`src/rtl/rss_pkg.sv`:
```
// Purpose: Shared constants and types for the rotate, minus and skip datapath
// Assumes: 32-bit APB data, one aligned word per register
// Notes:   Opcode values are the command encoding written to the command register
`default_nettype none

package rss_pkg;

    // ------------------------------------------------------------
    // Register map
    // ------------------------------------------------------------
    localparam int unsigned ADDR_W    = 8;
    localparam logic [7:0]  OFF_ACC   = 8'h00;
    localparam logic [7:0]  OFF_MEM   = 8'h04;
    localparam logic [7:0]  OFF_CMD   = 8'h08;
    localparam logic [7:0]  OFF_FLAGS = 8'h0C;
    localparam logic [7:0]  OFF_STATE = 8'h10;

    // ------------------------------------------------------------
    // Field positions
    // ------------------------------------------------------------
    localparam int unsigned CMD_OP_LSB  = 0;
    localparam int unsigned CMD_BIT_LSB = 8;
    localparam int unsigned CMD_IMM_LSB = 16;
    localparam int unsigned FLG_C       = 0;
    localparam int unsigned FLG_HALF    = 1;
    localparam int unsigned FLG_Z       = 2;
    localparam int unsigned FLG_WRAP    = 3;
    localparam int unsigned FLG_SIGN    = 4;
    localparam int unsigned FLG_CHAIN   = 5;
    localparam int unsigned ST_SKIP     = 0;
    localparam int unsigned ST_TO_ACC   = 1;
    localparam int unsigned ST_TO_MEM   = 2;

    // ------------------------------------------------------------
    // Reset values and constants
    // ------------------------------------------------------------
    localparam logic [7:0] ACC_RST   = 8'h00;
    localparam logic [7:0] MEM_RST   = 8'h00;
    localparam logic [5:0] FLAGS_RST = 6'h00;
    localparam logic [7:0] ALL_ONES  = 8'hFF;

    // Command opcodes
    typedef enum logic [4:0] {
        OP_ROTATE_LEFT                     = 5'h00,
        OP_ROTATE_LEFT_TO_ACCUMULATOR      = 5'h01,
        OP_ROTATE_LEFT_THROUGH_CARRY       = 5'h02,
        OP_ROTATE_LEFT_CARRY_TO_ACCUMULATOR  = 5'h03,
        OP_ROTATE_RIGHT                    = 5'h04,
        OP_ROTATE_RIGHT_TO_ACCUMULATOR     = 5'h05,
        OP_ROTATE_RIGHT_THROUGH_CARRY      = 5'h06,
        OP_ROTATE_RIGHT_CARRY_TO_ACCUMULATOR = 5'h07,
        OP_SUBTRACT_WITH_BORROW            = 5'h08,
        OP_SUBTRACT_BORROW_IMM             = 5'h09,
        OP_SUBTRACT_BORROW_INTO_MEMORY     = 5'h0A,
        OP_MINUS                           = 5'h0B,
        OP_MINUS_IMM                       = 5'h0C,
        OP_MINUS_INTO_MEMORY               = 5'h0D,
        OP_DECREMENT_SKIP_ON_NIL           = 5'h0E,
        OP_DECREMENT_SKIP_TO_ACCUMULATOR   = 5'h0F,
        OP_INCREMENT_SKIP_ON_NIL           = 5'h10,
        OP_INCREMENT_SKIP_TO_ACCUMULATOR   = 5'h11,
        OP_SKIP_ON_BIT_SET                 = 5'h12,
        OP_SKIP_ON_NONZERO                 = 5'h13,
        OP_SET_BYTE                        = 5'h14,
        OP_SET_BIT                         = 5'h15
    } rss_op_e;
    localparam logic [4:0] OP_LAST = 5'h15;

    // Sequencer states, one-hot
    typedef enum logic [2:0] {
        ST_IDLE  = 3'h1,
        ST_EXEC  = 3'h2,
        ST_DUMMY = 3'h4
    } rss_state_e;

endpackage

`default_nettype wire

```
`src/rtl/rss_datapath.sv`:
```
// Purpose: Rotate, minus-with-borrow, step-and-skip and set datapath with APB access
// Assumes: APB master on core_clk; software stages the memory byte and accumulator
// Notes:   A command write runs one execute cycle, plus one dummy cycle on a skip
//
// Functional notes
// RULE1: rotate left moves bit 7 to bit 0, no flag changes
// RULE2: rotate left through carry: old carry to bit 0, bit 7 to carry
// RULE3: rotate right moves bit 0 to bit 7, no flag changes
// RULE4: rotate right through carry: old carry to bit 7, bit 0 to carry
// RULE5: accumulator-destination rotates leave the memory byte untouched
// RULE6: borrow minus is accumulator minus operand minus inverted carry
// RULE7: every minus clears carry on negative result, sets it otherwise
// RULE8: every minus updates overflow, zero, half, carry, sign and nil flags
// RULE9: memory-destination minus forms write the difference to memory
// RULE10: plain minus of memory operand stores into the accumulator
// RULE11: immediate plain minus subtracts the command constant from accumulator
// RULE12: immediate borrow minus also subtracts the inverted carry
// RULE13: decrement memory, write back, skip when zero, flags kept
// RULE14: decrement to accumulator keeps memory, skips when accumulator zero
// RULE15: increment memory, write back, skip when it wraps to zero
// RULE16: increment to accumulator keeps memory, skips when accumulator zero
// RULE17: a taken skip adds one dummy cycle
// RULE18: bit test skips when the selected memory bit is one
// RULE19: nonzero test writes the byte back and skips when nonzero
// RULE20: set byte forces memory to all ones, flags kept
// RULE21: set bit forces only the selected bit to one
// RULE22: zero flag is set exactly when the minus result is all zero
//
// The implementer's own choices: register access over APB and the register offsets.
`default_nettype none

module rss_datapath (
    input  wire logic                      core_clk,
    input  wire logic                      rstn,
    input  wire logic                      psel,
    input  wire logic                      penable,
    input  wire logic                      pwrite,
    input  wire logic [rss_pkg::ADDR_W-1:0] paddr,
    input  wire logic [31:0]               pwdata,
    output logic                           pready,
    output logic [31:0]                    prdata,
    output logic                           pslverr,
    output logic [7:0]                     acc,
    output logic [7:0]                     mem_byte,
    output logic [5:0]                     flags,
    output logic                           skip_taken,
    output logic                           dummy_cycle
);

    // ------------------------------------------------------------
    // Helpers
    // ------------------------------------------------------------
    function automatic logic is_nil(input logic [7:0] v);
        return v == 8'h00;
    endfunction

    // ------------------------------------------------------------
    // State and command
    // ------------------------------------------------------------
    rss_pkg::rss_state_e state;
    rss_pkg::rss_state_e next_state;
    rss_pkg::rss_op_e    cur_op;
    logic [2:0]          cur_bit;
    logic [7:0]          cur_imm;
    logic [1:0]          last_dst;

    // ------------------------------------------------------------
    // APB decode
    // ------------------------------------------------------------
    logic        xfer;
    logic        wr;
    logic        hit_acc;
    logic        hit_mem;
    logic        hit_cmd;
    logic        hit_flags;
    logic        hit_state;
    logic        cmd_legal;
    logic        err_now;
    logic        next_pready;
    logic        start;
    logic        ex;
    logic [31:0] rd_mux;

    // Access completes only on the registered ready edge
    assign xfer      = psel & penable & pready;
    assign wr        = xfer & pwrite;
    assign hit_acc   = paddr == rss_pkg::OFF_ACC;
    assign hit_mem   = paddr == rss_pkg::OFF_MEM;
    assign hit_cmd   = paddr == rss_pkg::OFF_CMD;
    assign hit_flags = paddr == rss_pkg::OFF_FLAGS;
    assign hit_state = paddr == rss_pkg::OFF_STATE;
    assign cmd_legal = pwdata[rss_pkg::CMD_OP_LSB +: 5] <= rss_pkg::OP_LAST;
    assign err_now   = ~(hit_acc | hit_mem | hit_cmd | hit_flags | hit_state)
                     | (hit_cmd & pwrite & ~cmd_legal);
    // Ready is withheld while a command runs, so bus writes never race the datapath
    assign next_pready = psel & penable & ~pready & (state == rss_pkg::ST_IDLE);
    assign start       = wr & hit_cmd & ~pslverr;
    assign ex          = state == rss_pkg::ST_EXEC;

    // Read selection, unused bits read zero
    assign rd_mux = hit_acc   ? {24'h000000, acc} :
                    hit_mem   ? {24'h000000, mem_byte} :
                    hit_cmd   ? {8'h00, cur_imm, 5'h00, cur_bit, 3'h0, cur_op} :
                    hit_flags ? {26'h0000000, flags} :
                    hit_state ? {29'h00000000, last_dst, skip_taken} : 32'h00000000;

    // ------------------------------------------------------------
    // Datapath arithmetic
    // ------------------------------------------------------------
    logic       c_in;
    logic       use_imm;
    logic       use_borrow;
    logic       borrow;
    logic [7:0] operand;
    logic [8:0] diff9;
    logic [4:0] nib5;
    logic [7:0] dec_v;
    logic [7:0] inc_v;
    logic       sgn_wrap;

    assign c_in       = flags[rss_pkg::FLG_C];
    assign use_imm    = cur_op == rss_pkg::OP_SUBTRACT_BORROW_IMM
                      || cur_op == rss_pkg::OP_MINUS_IMM;                       // [RULE11] [RULE12]
    assign use_borrow = cur_op == rss_pkg::OP_SUBTRACT_WITH_BORROW
                      || cur_op == rss_pkg::OP_SUBTRACT_BORROW_IMM
                      || cur_op == rss_pkg::OP_SUBTRACT_BORROW_INTO_MEMORY;
    assign borrow     = use_borrow & ~c_in;                                     // [RULE6] [RULE12]
    assign operand    = use_imm ? cur_imm : mem_byte;
    // Ninth bit is the borrow out; a clear borrow means a non-negative result
    assign diff9      = {1'b0, acc} - {1'b0, operand} - {8'h00, borrow};        // [RULE6] [RULE10]
    assign nib5       = {1'b0, acc[3:0]} - {1'b0, operand[3:0]} - {4'h0, borrow};
    assign sgn_wrap   = (acc[7] ^ operand[7]) & (diff9[7] ^ acc[7]);
    assign dec_v      = mem_byte - 8'h01;
    assign inc_v      = mem_byte + 8'h01;

    // ------------------------------------------------------------
    // Operation decode
    // ------------------------------------------------------------
    logic [7:0] res;
    logic       dst_acc;
    logic       dst_mem;
    logic       skip_hit;
    logic       minus_op;
    logic [5:0] flags_new;

    always_comb
    begin
        res       = mem_byte;
        dst_acc   = 1'b0;
        dst_mem   = 1'b0;
        skip_hit  = 1'b0;
        minus_op  = 1'b0;
        flags_new = flags;
        unique case (cur_op)
            rss_pkg::OP_ROTATE_LEFT, rss_pkg::OP_ROTATE_LEFT_TO_ACCUMULATOR:
            begin
                res     = {mem_byte[6:0], mem_byte[7]};                         // [RULE1]
                dst_acc = cur_op == rss_pkg::OP_ROTATE_LEFT_TO_ACCUMULATOR;     // [RULE5]
                dst_mem = ~dst_acc;
            end
            rss_pkg::OP_ROTATE_LEFT_THROUGH_CARRY, rss_pkg::OP_ROTATE_LEFT_CARRY_TO_ACCUMULATOR:
            begin
                res     = {mem_byte[6:0], c_in};                                // [RULE2]
                flags_new[rss_pkg::FLG_C] = mem_byte[7];
                dst_acc = cur_op == rss_pkg::OP_ROTATE_LEFT_CARRY_TO_ACCUMULATOR;
                dst_mem = ~dst_acc;
            end
            rss_pkg::OP_ROTATE_RIGHT, rss_pkg::OP_ROTATE_RIGHT_TO_ACCUMULATOR:
            begin
                res     = {mem_byte[0], mem_byte[7:1]};                         // [RULE3]
                dst_acc = cur_op == rss_pkg::OP_ROTATE_RIGHT_TO_ACCUMULATOR;
                dst_mem = ~dst_acc;
            end
            rss_pkg::OP_ROTATE_RIGHT_THROUGH_CARRY, rss_pkg::OP_ROTATE_RIGHT_CARRY_TO_ACCUMULATOR:
            begin
                res     = {c_in, mem_byte[7:1]};                                // [RULE4]
                flags_new[rss_pkg::FLG_C] = mem_byte[0];
                dst_acc = cur_op == rss_pkg::OP_ROTATE_RIGHT_CARRY_TO_ACCUMULATOR;
                dst_mem = ~dst_acc;
            end
            rss_pkg::OP_SUBTRACT_WITH_BORROW, rss_pkg::OP_SUBTRACT_BORROW_IMM,
            rss_pkg::OP_SUBTRACT_BORROW_INTO_MEMORY, rss_pkg::OP_MINUS,
            rss_pkg::OP_MINUS_IMM, rss_pkg::OP_MINUS_INTO_MEMORY:
            begin
                minus_op = 1'b1;
                res      = diff9[7:0];
                dst_mem  = cur_op == rss_pkg::OP_SUBTRACT_BORROW_INTO_MEMORY
                         || cur_op == rss_pkg::OP_MINUS_INTO_MEMORY;            // [RULE9]
                dst_acc  = ~dst_mem;                                            // [RULE10]
                flags_new[rss_pkg::FLG_C]  = ~diff9[8];                         // [RULE7]
                flags_new[rss_pkg::FLG_HALF]  = ~nib5[4];                       // [RULE8]
                flags_new[rss_pkg::FLG_Z]     = is_nil(diff9[7:0]);             // [RULE22]
                flags_new[rss_pkg::FLG_WRAP]  = sgn_wrap;
                flags_new[rss_pkg::FLG_SIGN]  = diff9[7] ^ sgn_wrap;
                // Chained zero: a borrow form only stays nil if the previous step was
                flags_new[rss_pkg::FLG_CHAIN] = is_nil(diff9[7:0])
                                              & (~use_borrow | flags[rss_pkg::FLG_CHAIN]);
            end
            rss_pkg::OP_DECREMENT_SKIP_ON_NIL, rss_pkg::OP_DECREMENT_SKIP_TO_ACCUMULATOR:
            begin
                res      = dec_v;                                               // [RULE13] [RULE14]
                skip_hit = is_nil(dec_v);
                dst_acc  = cur_op == rss_pkg::OP_DECREMENT_SKIP_TO_ACCUMULATOR;
                dst_mem  = ~dst_acc;
            end
            rss_pkg::OP_INCREMENT_SKIP_ON_NIL, rss_pkg::OP_INCREMENT_SKIP_TO_ACCUMULATOR:
            begin
                res      = inc_v;                                               // [RULE15] [RULE16]
                skip_hit = is_nil(inc_v);
                dst_acc  = cur_op == rss_pkg::OP_INCREMENT_SKIP_TO_ACCUMULATOR;
                dst_mem  = ~dst_acc;
            end
            rss_pkg::OP_SKIP_ON_BIT_SET:
            begin
                skip_hit = mem_byte[cur_bit];                                   // [RULE18]
            end
            rss_pkg::OP_SKIP_ON_NONZERO:
            begin
                skip_hit = ~is_nil(mem_byte);                                   // [RULE19]
                dst_mem  = 1'b1;
            end
            rss_pkg::OP_SET_BYTE:
            begin
                res     = rss_pkg::ALL_ONES;                                    // [RULE20]
                dst_mem = 1'b1;
            end
            rss_pkg::OP_SET_BIT:
            begin
                res          = mem_byte;
                res[cur_bit] = 1'b1;                                            // [RULE21]
                dst_mem      = 1'b1;
            end
        endcase
    end

    // ------------------------------------------------------------
    // Sequencer
    // ------------------------------------------------------------
    // A taken skip holds the bus for one extra cycle, mirroring the fetch bubble
    always_comb
    begin
        unique case (state)
            rss_pkg::ST_IDLE:  next_state = start ? rss_pkg::ST_EXEC : rss_pkg::ST_IDLE;
            rss_pkg::ST_EXEC:  next_state = skip_hit ? rss_pkg::ST_DUMMY : rss_pkg::ST_IDLE; // [RULE17]
            rss_pkg::ST_DUMMY: next_state = rss_pkg::ST_IDLE;
            default:           next_state = rss_pkg::ST_IDLE;
        endcase
    end

    always_ff @(posedge core_clk)
    begin
        if (!rstn)
            state <= rss_pkg::ST_IDLE;
        else
            state <= next_state;
    end

    // Command latch
    always_ff @(posedge core_clk)
    begin
        if (!rstn)
        begin
            cur_op  <= rss_pkg::OP_ROTATE_LEFT;
            cur_bit <= 3'h0;
            cur_imm <= 8'h00;
        end
        else if (start)
        begin
            cur_op  <= rss_pkg::rss_op_e'(pwdata[rss_pkg::CMD_OP_LSB +: 5]);
            cur_bit <= pwdata[rss_pkg::CMD_BIT_LSB +: 3];
            cur_imm <= pwdata[rss_pkg::CMD_IMM_LSB +: 8];
        end
    end

    // ------------------------------------------------------------
    // Architectural registers
    // ------------------------------------------------------------
    // Accumulator: bus write or accumulator-destination result
    always_ff @(posedge core_clk)
    begin
        if (!rstn)
            acc <= rss_pkg::ACC_RST;
        else if (wr && hit_acc)
            acc <= pwdata[7:0];
        else if (ex && dst_acc)
            acc <= res;                                                         // [RULE5] [RULE14] [RULE16]
    end

    // Memory byte: written back only by memory-destination forms
    always_ff @(posedge core_clk)
    begin
        if (!rstn)
            mem_byte <= rss_pkg::MEM_RST;
        else if (wr && hit_mem)
            mem_byte <= pwdata[7:0];
        else if (ex && dst_mem)
            mem_byte <= res;                                                    // [RULE9] [RULE13] [RULE15]
    end

    // Flags change only where an operation says so
    always_ff @(posedge core_clk)
    begin
        if (!rstn)
            flags <= rss_pkg::FLAGS_RST;
        else if (wr && hit_flags)
            flags <= pwdata[5:0];
        else if (ex)
            flags <= flags_new;                                                 // [RULE8]
    end

    // Skip result stays readable until the next command
    always_ff @(posedge core_clk)
    begin
        if (!rstn)
        begin
            skip_taken  <= 1'b0;
            dummy_cycle <= 1'b0;
            last_dst    <= 2'h0;
        end
        else
        begin
            dummy_cycle <= ex & skip_hit;                                       // [RULE17]
            if (ex)
            begin
                skip_taken <= skip_hit;
                last_dst   <= {dst_mem, dst_acc};
            end
        end
    end

    // ------------------------------------------------------------
    // APB answer
    // ------------------------------------------------------------
    always_ff @(posedge core_clk)
    begin
        if (!rstn)
        begin
            pready  <= 1'b0;
            prdata  <= 32'h00000000;
            pslverr <= 1'b0;
        end
        else
        begin
            pready  <= next_pready;
            prdata  <= (next_pready && !pwrite) ? rd_mux : 32'h00000000;
            pslverr <= next_pready & err_now;
        end
    end

    logic [8:0] take9;
    assign take9 = {1'b0, operand} + {8'h00, borrow};
endmodule

`default_nettype wire

```
`config.mk`:
```
export PLATFORM = sky130hd
export DESIGN_NAME = rss_datapath
export DESIGN_NICKNAME = d
export VERILOG_FILES = /design/src/rtl/rss_pkg.sv /design/src/rtl/rss_datapath.sv
export SDC_FILE = /design/constraint.sdc
export NUM_CORES = 1
export LEC_CHECK = 0
export ABC_CLOCK_PERIOD_IN_PS = 3600
export BUFFER_PORTS_ARGS = -buffer_cell sky130_fd_sc_hd__buf_2
export CORE_ASPECT_RATIO = 0.75
export CORE_UTILIZATION = 50
export DETAILED_ROUTE_END_ITERATION = 10
export GPL_TIMING_DRIVEN = 0
export PLACE_DENSITY = 0.82
export SLEW_MARGIN = 20
export SYNTH_ARGS = -nofsm -noshare
export SYNTH_HDL_FRONTEND = slang
export SYNTH_SLANG_ARGS = --single-unit
```
`constraint.sdc`:
```
create_clock -name core_clk -period 3.6 [get_ports core_clk]
set_input_delay 0.54 -clock core_clk [delete_from_list [all_inputs] [get_ports core_clk]]
set_output_delay 0.54 -clock core_clk [all_outputs]
set_load 0.005 [all_outputs]
```
### After elaboration in Yosys (flattened, before gate mapping)

Cells that the tools add are included.

| storage, ports and cells | value |
|---|---|
| register bits after elaboration | 79 |
| bits in latches | 0 |
| memory bits (writable) | 0 |
| bits in read-only memories | 0 |
| input port bits | 45 |
| output and inout bits | 58 |
| word-level logic and storage cells | 155 |
| memories kept | 0 |

| operators by class | value |
|---|---|
| add/subtract/negate cells | 6 |
| $mul | 0 |
| div/mod/pow operators | 0 |
| $lt $le $gt $ge | 3 |
| equality and inequality tests | 27 |
| shifts and indexed selects | 0 |
| mux-type cells | 25 |
| bitwise operators | 42 |
| reduce and logical (&&, ||, !) cells | 36 |

Operators with widths:

| operator | count |
|---|---|
| $pmux W8 S9 | 1 |
| $mux W8 | 7 |
| $eq A5 B4 Y1 const B | 8 |
| $logic_not A8 Y1 | 5 |
| $eq A5 B5 Y1 const B | 6 |
| $mux W24 | 1 |
| $eq A5 B3 Y1 const B | 4 |
| $mux W6 | 3 |
| $not A1 Y1 | 18 |
| $eq A8 B4 Y1 const B | 2 |
| $and A1 B1 Y1 | 14 |
| $reduce_or A2 Y1 | 6 |
| $reduce_or A6 Y1 | 2 |
| $eq A5 B2 Y1 const B | 2 |
| $sub A8 B8 Y9 | 1 |
| $sub A9 B1 Y9 | 1 |
| $add A8 B1 Y8 const B | 1 |
| $eq A8 B3 Y1 const B | 1 |
| $eq A8 B5 Y1 const B | 1 |
| $or A8 B8 Y8 | 1 |
| $pmux W1 S8 | 1 |
| $reduce_bool A2 Y1 | 4 |
| $sub A8 B1 Y8 const B | 1 |
| $logic_and A1 B1 Y1 | 7 |
| 27 further kinds | 41 |

### Depth between registers and ports, before layout

| logic depth | value |
|---|---|
| word-level depth | 11 |
| depth in mapped cells | 14 |
| gate-level depth less buffers | 12 |

### Least setup slack after synthesis

OpenSTA, ideal clock, no wires.

| timing | value |
|---|---|
| path kind | register to register |
| start | register cur_op[4] |
| end | register flags[5] |
| library setup time | 0.058 ns |
| arrival time | 3.633 ns |
| required time | 3.542 ns |
| setup slack | -0.091 ns |
| stages on the path, launching flop included | 14 |
| buffers on the path | 2 |
| period minus slack after synthesis | 3.691 ns |
| cell sequence | dfxtp_1 -> buf_2 -> or2b_1 -> or3_1 -> clkbuf_1 -> mux2_2 -> fa_1 -> fa_1 -> a21boi_0 -> nor2_1 -> xnor2_1 -> or4b_1 -> nor4_1 -> o21a_1 |

| on the way | value |
|---|---|
| cells in the longest elaborated chain, start to end | 10 |
| elaborated cells on any way between the ends | 23 |
| classes of those cells | 2 x add/sub; 6 x eq/ne; 4 x mux; 4 x bitwise; 7 x reduce/logical |

RTL lines:

| item | RTL line | text |
|---|---|---|
| start, declared | rss_datapath.sv:62 | `rss_pkg::rss_op_e cur_op;` |
| start signal, assigned | rss_datapath.sv:263 | `cur_op <= rss_pkg::OP_ROTATE_LEFT;` |
| start signal, assigned | rss_datapath.sv:269 | `cur_op <= rss_pkg::rss_op_e'(pwdata[rss_pkg::CMD_OP_LSB +: 5]);` |
| $eq A5 B4 Y1 (on tied branches) | - |  |
| $logic_or A1 B1 Y1 (on tied branches) | rss_datapath.sv:123, rss_datapath.sv:125 |  |
| $mux W8 or $logic_or A1 B1 Y1 (tied branches) | rss_datapath.sv:128, rss_datapath.sv:126 |  |
| $sub A8 B8 Y9 or $and A1 B1 Y1 (tied branches) | rss_datapath.sv:130, rss_datapath.sv:127 |  |
| $sub A9 B1 Y9 | rss_datapath.sv:130 | `assign diff9 = {1'b0, acc} - {1'b0, operand} - {8'h00, borrow};` |
| $logic_not A8 Y1 | rss_datapath.sv:54 | `return v == 8'h00;` |
| $and A1 B1 Y1 | rss_datapath.sv:197 | `& (~use_borrow \| flags[rss_pkg::FLG_CHAIN]);` |
| $mux W5 | rss_datapath.sv:154 | `unique case (cur_op)` |
| $mux W6 | rss_datapath.sv:307 | `else if (ex)` |
| $mux W6 | rss_datapath.sv:305 | `else if (wr && hit_flags)` |
| end signal, assigned | rss_datapath.sv:304 | `flags <= rss_pkg::FLAGS_RST;` |
| end signal, assigned | rss_datapath.sv:306 | `flags <= pwdata[5:0];` |
| end signal, assigned | rss_datapath.sv:308 | `flags <= flags_new;` |
| end, declared | rss_datapath.sv:45 | `output logic [5:0] flags,` |

Parallel ways exist; a longest one is shown, timed or not. The select of a mux whose other input is x is not followed.
A chain may end at the register's enable or synchronous reset.

### Final worst setup path

| timing | value |
|---|---|
| start | register cur_op[3] |
| end | register flags[2] |

| on the way | value |
|---|---|
| cells in the longest elaborated chain, start to end | 9 |
| elaborated cells on any way between the ends | 20 |
| classes of those cells | 2 x add/sub; 6 x eq/ne; 4 x mux; 1 x bitwise; 7 x reduce/logical |

RTL lines:

| item | RTL line |
|---|---|
| $eq A5 B4 Y1 (on tied branches) | - |
| $logic_or A1 B1 Y1 (on tied branches) | rss_datapath.sv:123, rss_datapath.sv:125 |
| $mux W8 or $logic_or A1 B1 Y1 (tied branches) | rss_datapath.sv:128, rss_datapath.sv:126 |
| $sub A8 B8 Y9 or $and A1 B1 Y1 (tied branches) | rss_datapath.sv:130, rss_datapath.sv:127 |
| $sub A9 B1 Y9 | rss_datapath.sv:130 |
| $logic_not A8 Y1 | rss_datapath.sv:54 |
| $mux W5 | rss_datapath.sv:154 |
| $mux W6 | rss_datapath.sv:307 |
| $mux W6 | rss_datapath.sv:305 |

Parallel ways exist; a longest one is shown, timed or not. The select of a mux whose other input is x is not followed.

==> impl_metrics.env <==
export IMPL_outcome="finished, violations left"
export IMPL_violations="negative setup slack"
export IMPL_cp_max_fo=7
export IMPL_max_cap_violations=0
export IMPL_syn_avg_cell_area_um2=7.612
export IMPL_report_final_slew_viol_count=0
export IMPL_synth_cell_types=74
export IMPL_worstReg2RegStart="cur_op[3]"
export IMPL_yosysMostFrequentCell="nand2_1"
export IMPL_overflow=0
export IMPL_synth_seq_cells=66
export IMPL_worstHoldStart="pwdata[18]"
export IMPL_synthMuxAreaShare=0.04753
export IMPL_via_count=5354
export IMPL_met1_length_um=7389
export IMPL_required_ps=3880
export IMPL_ir_drop_mv=0.2232
export IMPL_gp_congestion=0.9896
export IMPL_r2r_end="flags[2]"
export IMPL_min_path_cells=3
export IMPL_clk_pin_slew_ps=60
export IMPL_critical_path_cell_chain="or2b_1 -> or3_4 -> buf_8 -> mux2_4 -> fa_2 -> inv_2 -> ha_4 -> xor2_2 -> nor2_1 -> nand4_1 -> or4b_4 -> nor3_4 -> o21a_1"
export IMPL_wl_met3_um=2173
export IMPL_synth_flop_cell="dfxtp_1"
export IMPL_yosys_area_share_simple=0.2501
export IMPL_drc=0
export IMPL_whs_ps=448.2
export IMPL_seq_power_share=0.408
export IMPL_reg2reg_depth=13
export IMPL_synthCells=619
export IMPL_postRouteAntennaNets=0
export IMPL_clkLatencyLatePin_ps=340
export IMPL_sw_frac_of_total=0.2324
export IMPL_p_int_uw=1374
export IMPL_syn_area_um2=4712
export IMPL_io_pins=103
export IMPL_crit_type="register to register"
export IMPL_crit_arrival_ps=3930
export IMPL_synth_top_family_by_area="simple AND/OR/NAND/NOR gates"
export IMPL_slowest_delay_ps=620
export IMPL_worstSetupStartpointType="register"
export IMPL_worst_path_max_delay_cell="fa_2"
export IMPL_numPortBuffers=75
export IMPL_wl_per_cell_um=20.81
export IMPL_ys_seq_area_frac=0.2804
export IMPL_seqCellArea_um2=1335
export IMPL_finalSetupViolCount=6
export IMPL_combPwrFrac=0.047
export IMPL_tightest_slew_ps=891.0
export IMPL_slew_headroom=0.3984
export IMPL_fin_skew_ps=8.001
export IMPL_clock_power_share=0.545
export IMPL_die_h_um=86.07
export IMPL_synth_xor_area_frac=0.03160
export IMPL_root_buffer="clkbuf_16"
export IMPL_nets=788
export IMPL_yosys_area_top_type_share=0.2804
export IMPL_coreArea_um2=9084
export IMPL_antenna_found_initial=0
export IMPL_synth_edff_count=0
export IMPL_synthAdderAreaFrac=0.05364
export IMPL_cts_tree="yes"
export IMPL_routed_top_layer="met4"
export IMPL_hold_violations=0
export IMPL_powerDensity_nw_per_um2=301.5
export IMPL_setup_worst_path_end_class="register"
export IMPL_numClockSinks=66
export IMPL_viasPerCell=6.240
export IMPL_groute_usage_overall=0.3678
export IMPL_drt_first_pass_iters=5
export IMPL_rsz0062_at_grt="true"
export IMPL_met2_length_um=7660
export IMPL_synth_largest_area_cell="dfxtp_1"
export IMPL_initialDrtViolationCount=571
export IMPL_totalWireLength_um=17850
export IMPL_synth_compound_area_frac=0.2477
export IMPL_fin_cells=858
export IMPL_hp_class="input pin to register"
export IMPL_fp_dieW_um=114.1
export IMPL_fin_crit_sh=1.012
export IMPL_die_area_um2=9820
export IMPL_grt_max_degree=14
export IMPL_multi_input_area_um2=3236
export IMPL_grt_pass1_wl_um=26940
export IMPL_postSynth_asyncResetShare=0
export IMPL_leakage_uw=0.002466
export IMPL_start_util=0.5187
export IMPL_setup_ws_ps=-44.21
export IMPL_areaGrowthSynthToFinish_pct=25.97
export IMPL_reg2reg_slack_ps=-40
export IMPL_finalPower_uw=1790
export IMPL_htree_levels=3
export IMPL_rows=30
export IMPL_clockBufferDepth=2
export IMPL_dp_cells=834
export IMPL_holdBufCountCts=0
export IMPL_min_period_ps=3644
export IMPL_whs_endpoint="cur_imm[2]"
export IMPL_fill_cells=845
export IMPL_synth_area_leaders="dfxtp_1, nand2_1, ha_1"
export IMPL_clock_fmax_mhz=274.4
export IMPL_power_switching_uw=416.0
export IMPL_synth_warnings=0
export IMPL_setup_tns_ps=-124.7
export IMPL_dp_hpwl_um=13180
export IMPL_drive_above_1_share=0.2538
export IMPL_cts_buffers=9
export IMPL_grt_pass1_vias=4981
export IMPL_synth_common_cells="nand2_1, dfxtp_1, nor2_1"
-- worst max-delay path: cells and delay by family (launching register included) --
| kind | cells | cell delay (ps) |
|---|---|---|
| AOI/OAI and AO/OA | 1 | 130 |
| xor gates and xnor gates | 1 | 150 |
| adders and majority gates | 2 | 840 |
| buffers and inverters | 2 | 200 |
| DFF | 1 | 370 |
| muxes | 1 | 300 |
| and+or+nand+nor | 6 | 1610 |
-- power groups by stage --
stage	clock network [µW]	registers, µW	logic, µW
finish	975	730	84.8
global route	1000	730	89.1
CTS	971	732	80.1
detailed placement	0	748	79.7
global placement	0	748	77.5
floorplan	0	748	41.5
-- cell type report --
type                       count  area share
multi-input combinational    474      0.5451
sequential                    66      0.2249
timing repair buffer          85     0.07652
buffer                        53     0.04869
clock buffer                   9     0.03794
tap                          128     0.02698
inverter                      35     0.02213
clock inverter                 7     0.01728
antenna                        1   0.0004216
-- per-stage QoR --
stage / instance area, µm² / util / setup WS [ps]
after global placement: 5294 / 0.5828 / -666.6
after detailed placement: 5294 / 0.5828 / -660.6
after CTS: 5824 / 0.6412 / -5.016
final: 5936 / 0.6534 / -44.21
after floorplan: 4758 / - / 0.9328
after global routing: 5933 / 0.6532 / -182.9
-- cells by family (layout without fill, tap and decap cells) --
group,after synthesis,count (layout)
AO/OA/AOI/OAI,169,169
buffers and inverters,91,189
other,1,14
XOR/XNOR,17,17
multiplexers,21,21
flip-flops,66,66
adder cells (fa/ha/maj),19,19
AND/OR/NAND/NOR,235,235
-- per-layer routing --
layer / global-route usage / vias to the layer above
li1: - / 2396
met1: 0.4874 / 2562
met2: 0.5532 / 343
met3: 0.1145 / 53
met4: 0.1535 / 0
met5: 0 / -
-- registers in the layout (all words and copies together) (netlist names) --
| register | flops |
|---|---|
| state | 3 |
| dummy_cycle | 1 |
| cur_bit | 3 |
| pready | 1 |
| skip_taken | 1 |
| last_dst | 2 |
| mem_byte | 8 |
| flags | 6 |
| prdata | 19 |
| acc | 8 |
| pslverr | 1 |
| cur_imm | 8 |
| cur_op | 5 |
-- cell usage in the layout, fill, tap and decap left out, drive strengths merged, types with 5 or more instances in the layout --
| cell | synthesis | routed |
|---|---|---|
| a22oi | 6 | 6 |
| conb | 1 | 13 |
| o211ai | 7 | 7 |
| and2 | 13 | 13 |
| a21oi | 31 | 31 |
| inv | 35 | 36 |
| nor3 | 13 | 13 |
| a21boi | 20 | 20 |
| mux2i | 10 | 10 |
| or3 | 9 | 9 |
| o22ai | 9 | 9 |
| xor2 | 9 | 9 |
| o31ai | 8 | 8 |
| nor3b | 5 | 5 |
| xnor2 | 8 | 8 |
| nand4 | 5 | 5 |
| nor2 | 49 | 49 |
| dfxtp | 66 | 66 |
| buf | 26 | 109 |
| a2111oi | 5 | 5 |
| nand2 | 89 | 89 |
| clkbuf | 30 | 38 |
| o21ai | 27 | 27 |
| nor2b | 6 | 6 |
| mux2 | 11 | 11 |
| nor4 | 7 | 7 |
| ha | 17 | 17 |
| a31oi | 12 | 12 |
| nand3 | 14 | 14 |
-- how the worst max path moves through the flow --
stage / start / end
after CTS: cur_op[3] / flags[2]
after global routing: cur_op[3] / flags[2]
after floorplan: cur_op[4] / flags[5]
final: cur_op[3] / flags[2]
after global placement: cur_op[4] / mem_byte[5]
after detailed placement: cur_op[2] / acc[5]
-- what timing repair did --
| action | 4_1_cts | 5_1_grt |
|---|---|---|
| resized for setup | 32 | 33 |
| setup buffers | 9 | 1 |
| pin swaps | 8 | 11 |
| endpoints found under the hold margin | 0 | 0 |
| endpoints found under the setup margin | 14 | 15 |
(Power assumes the default switching activity.)
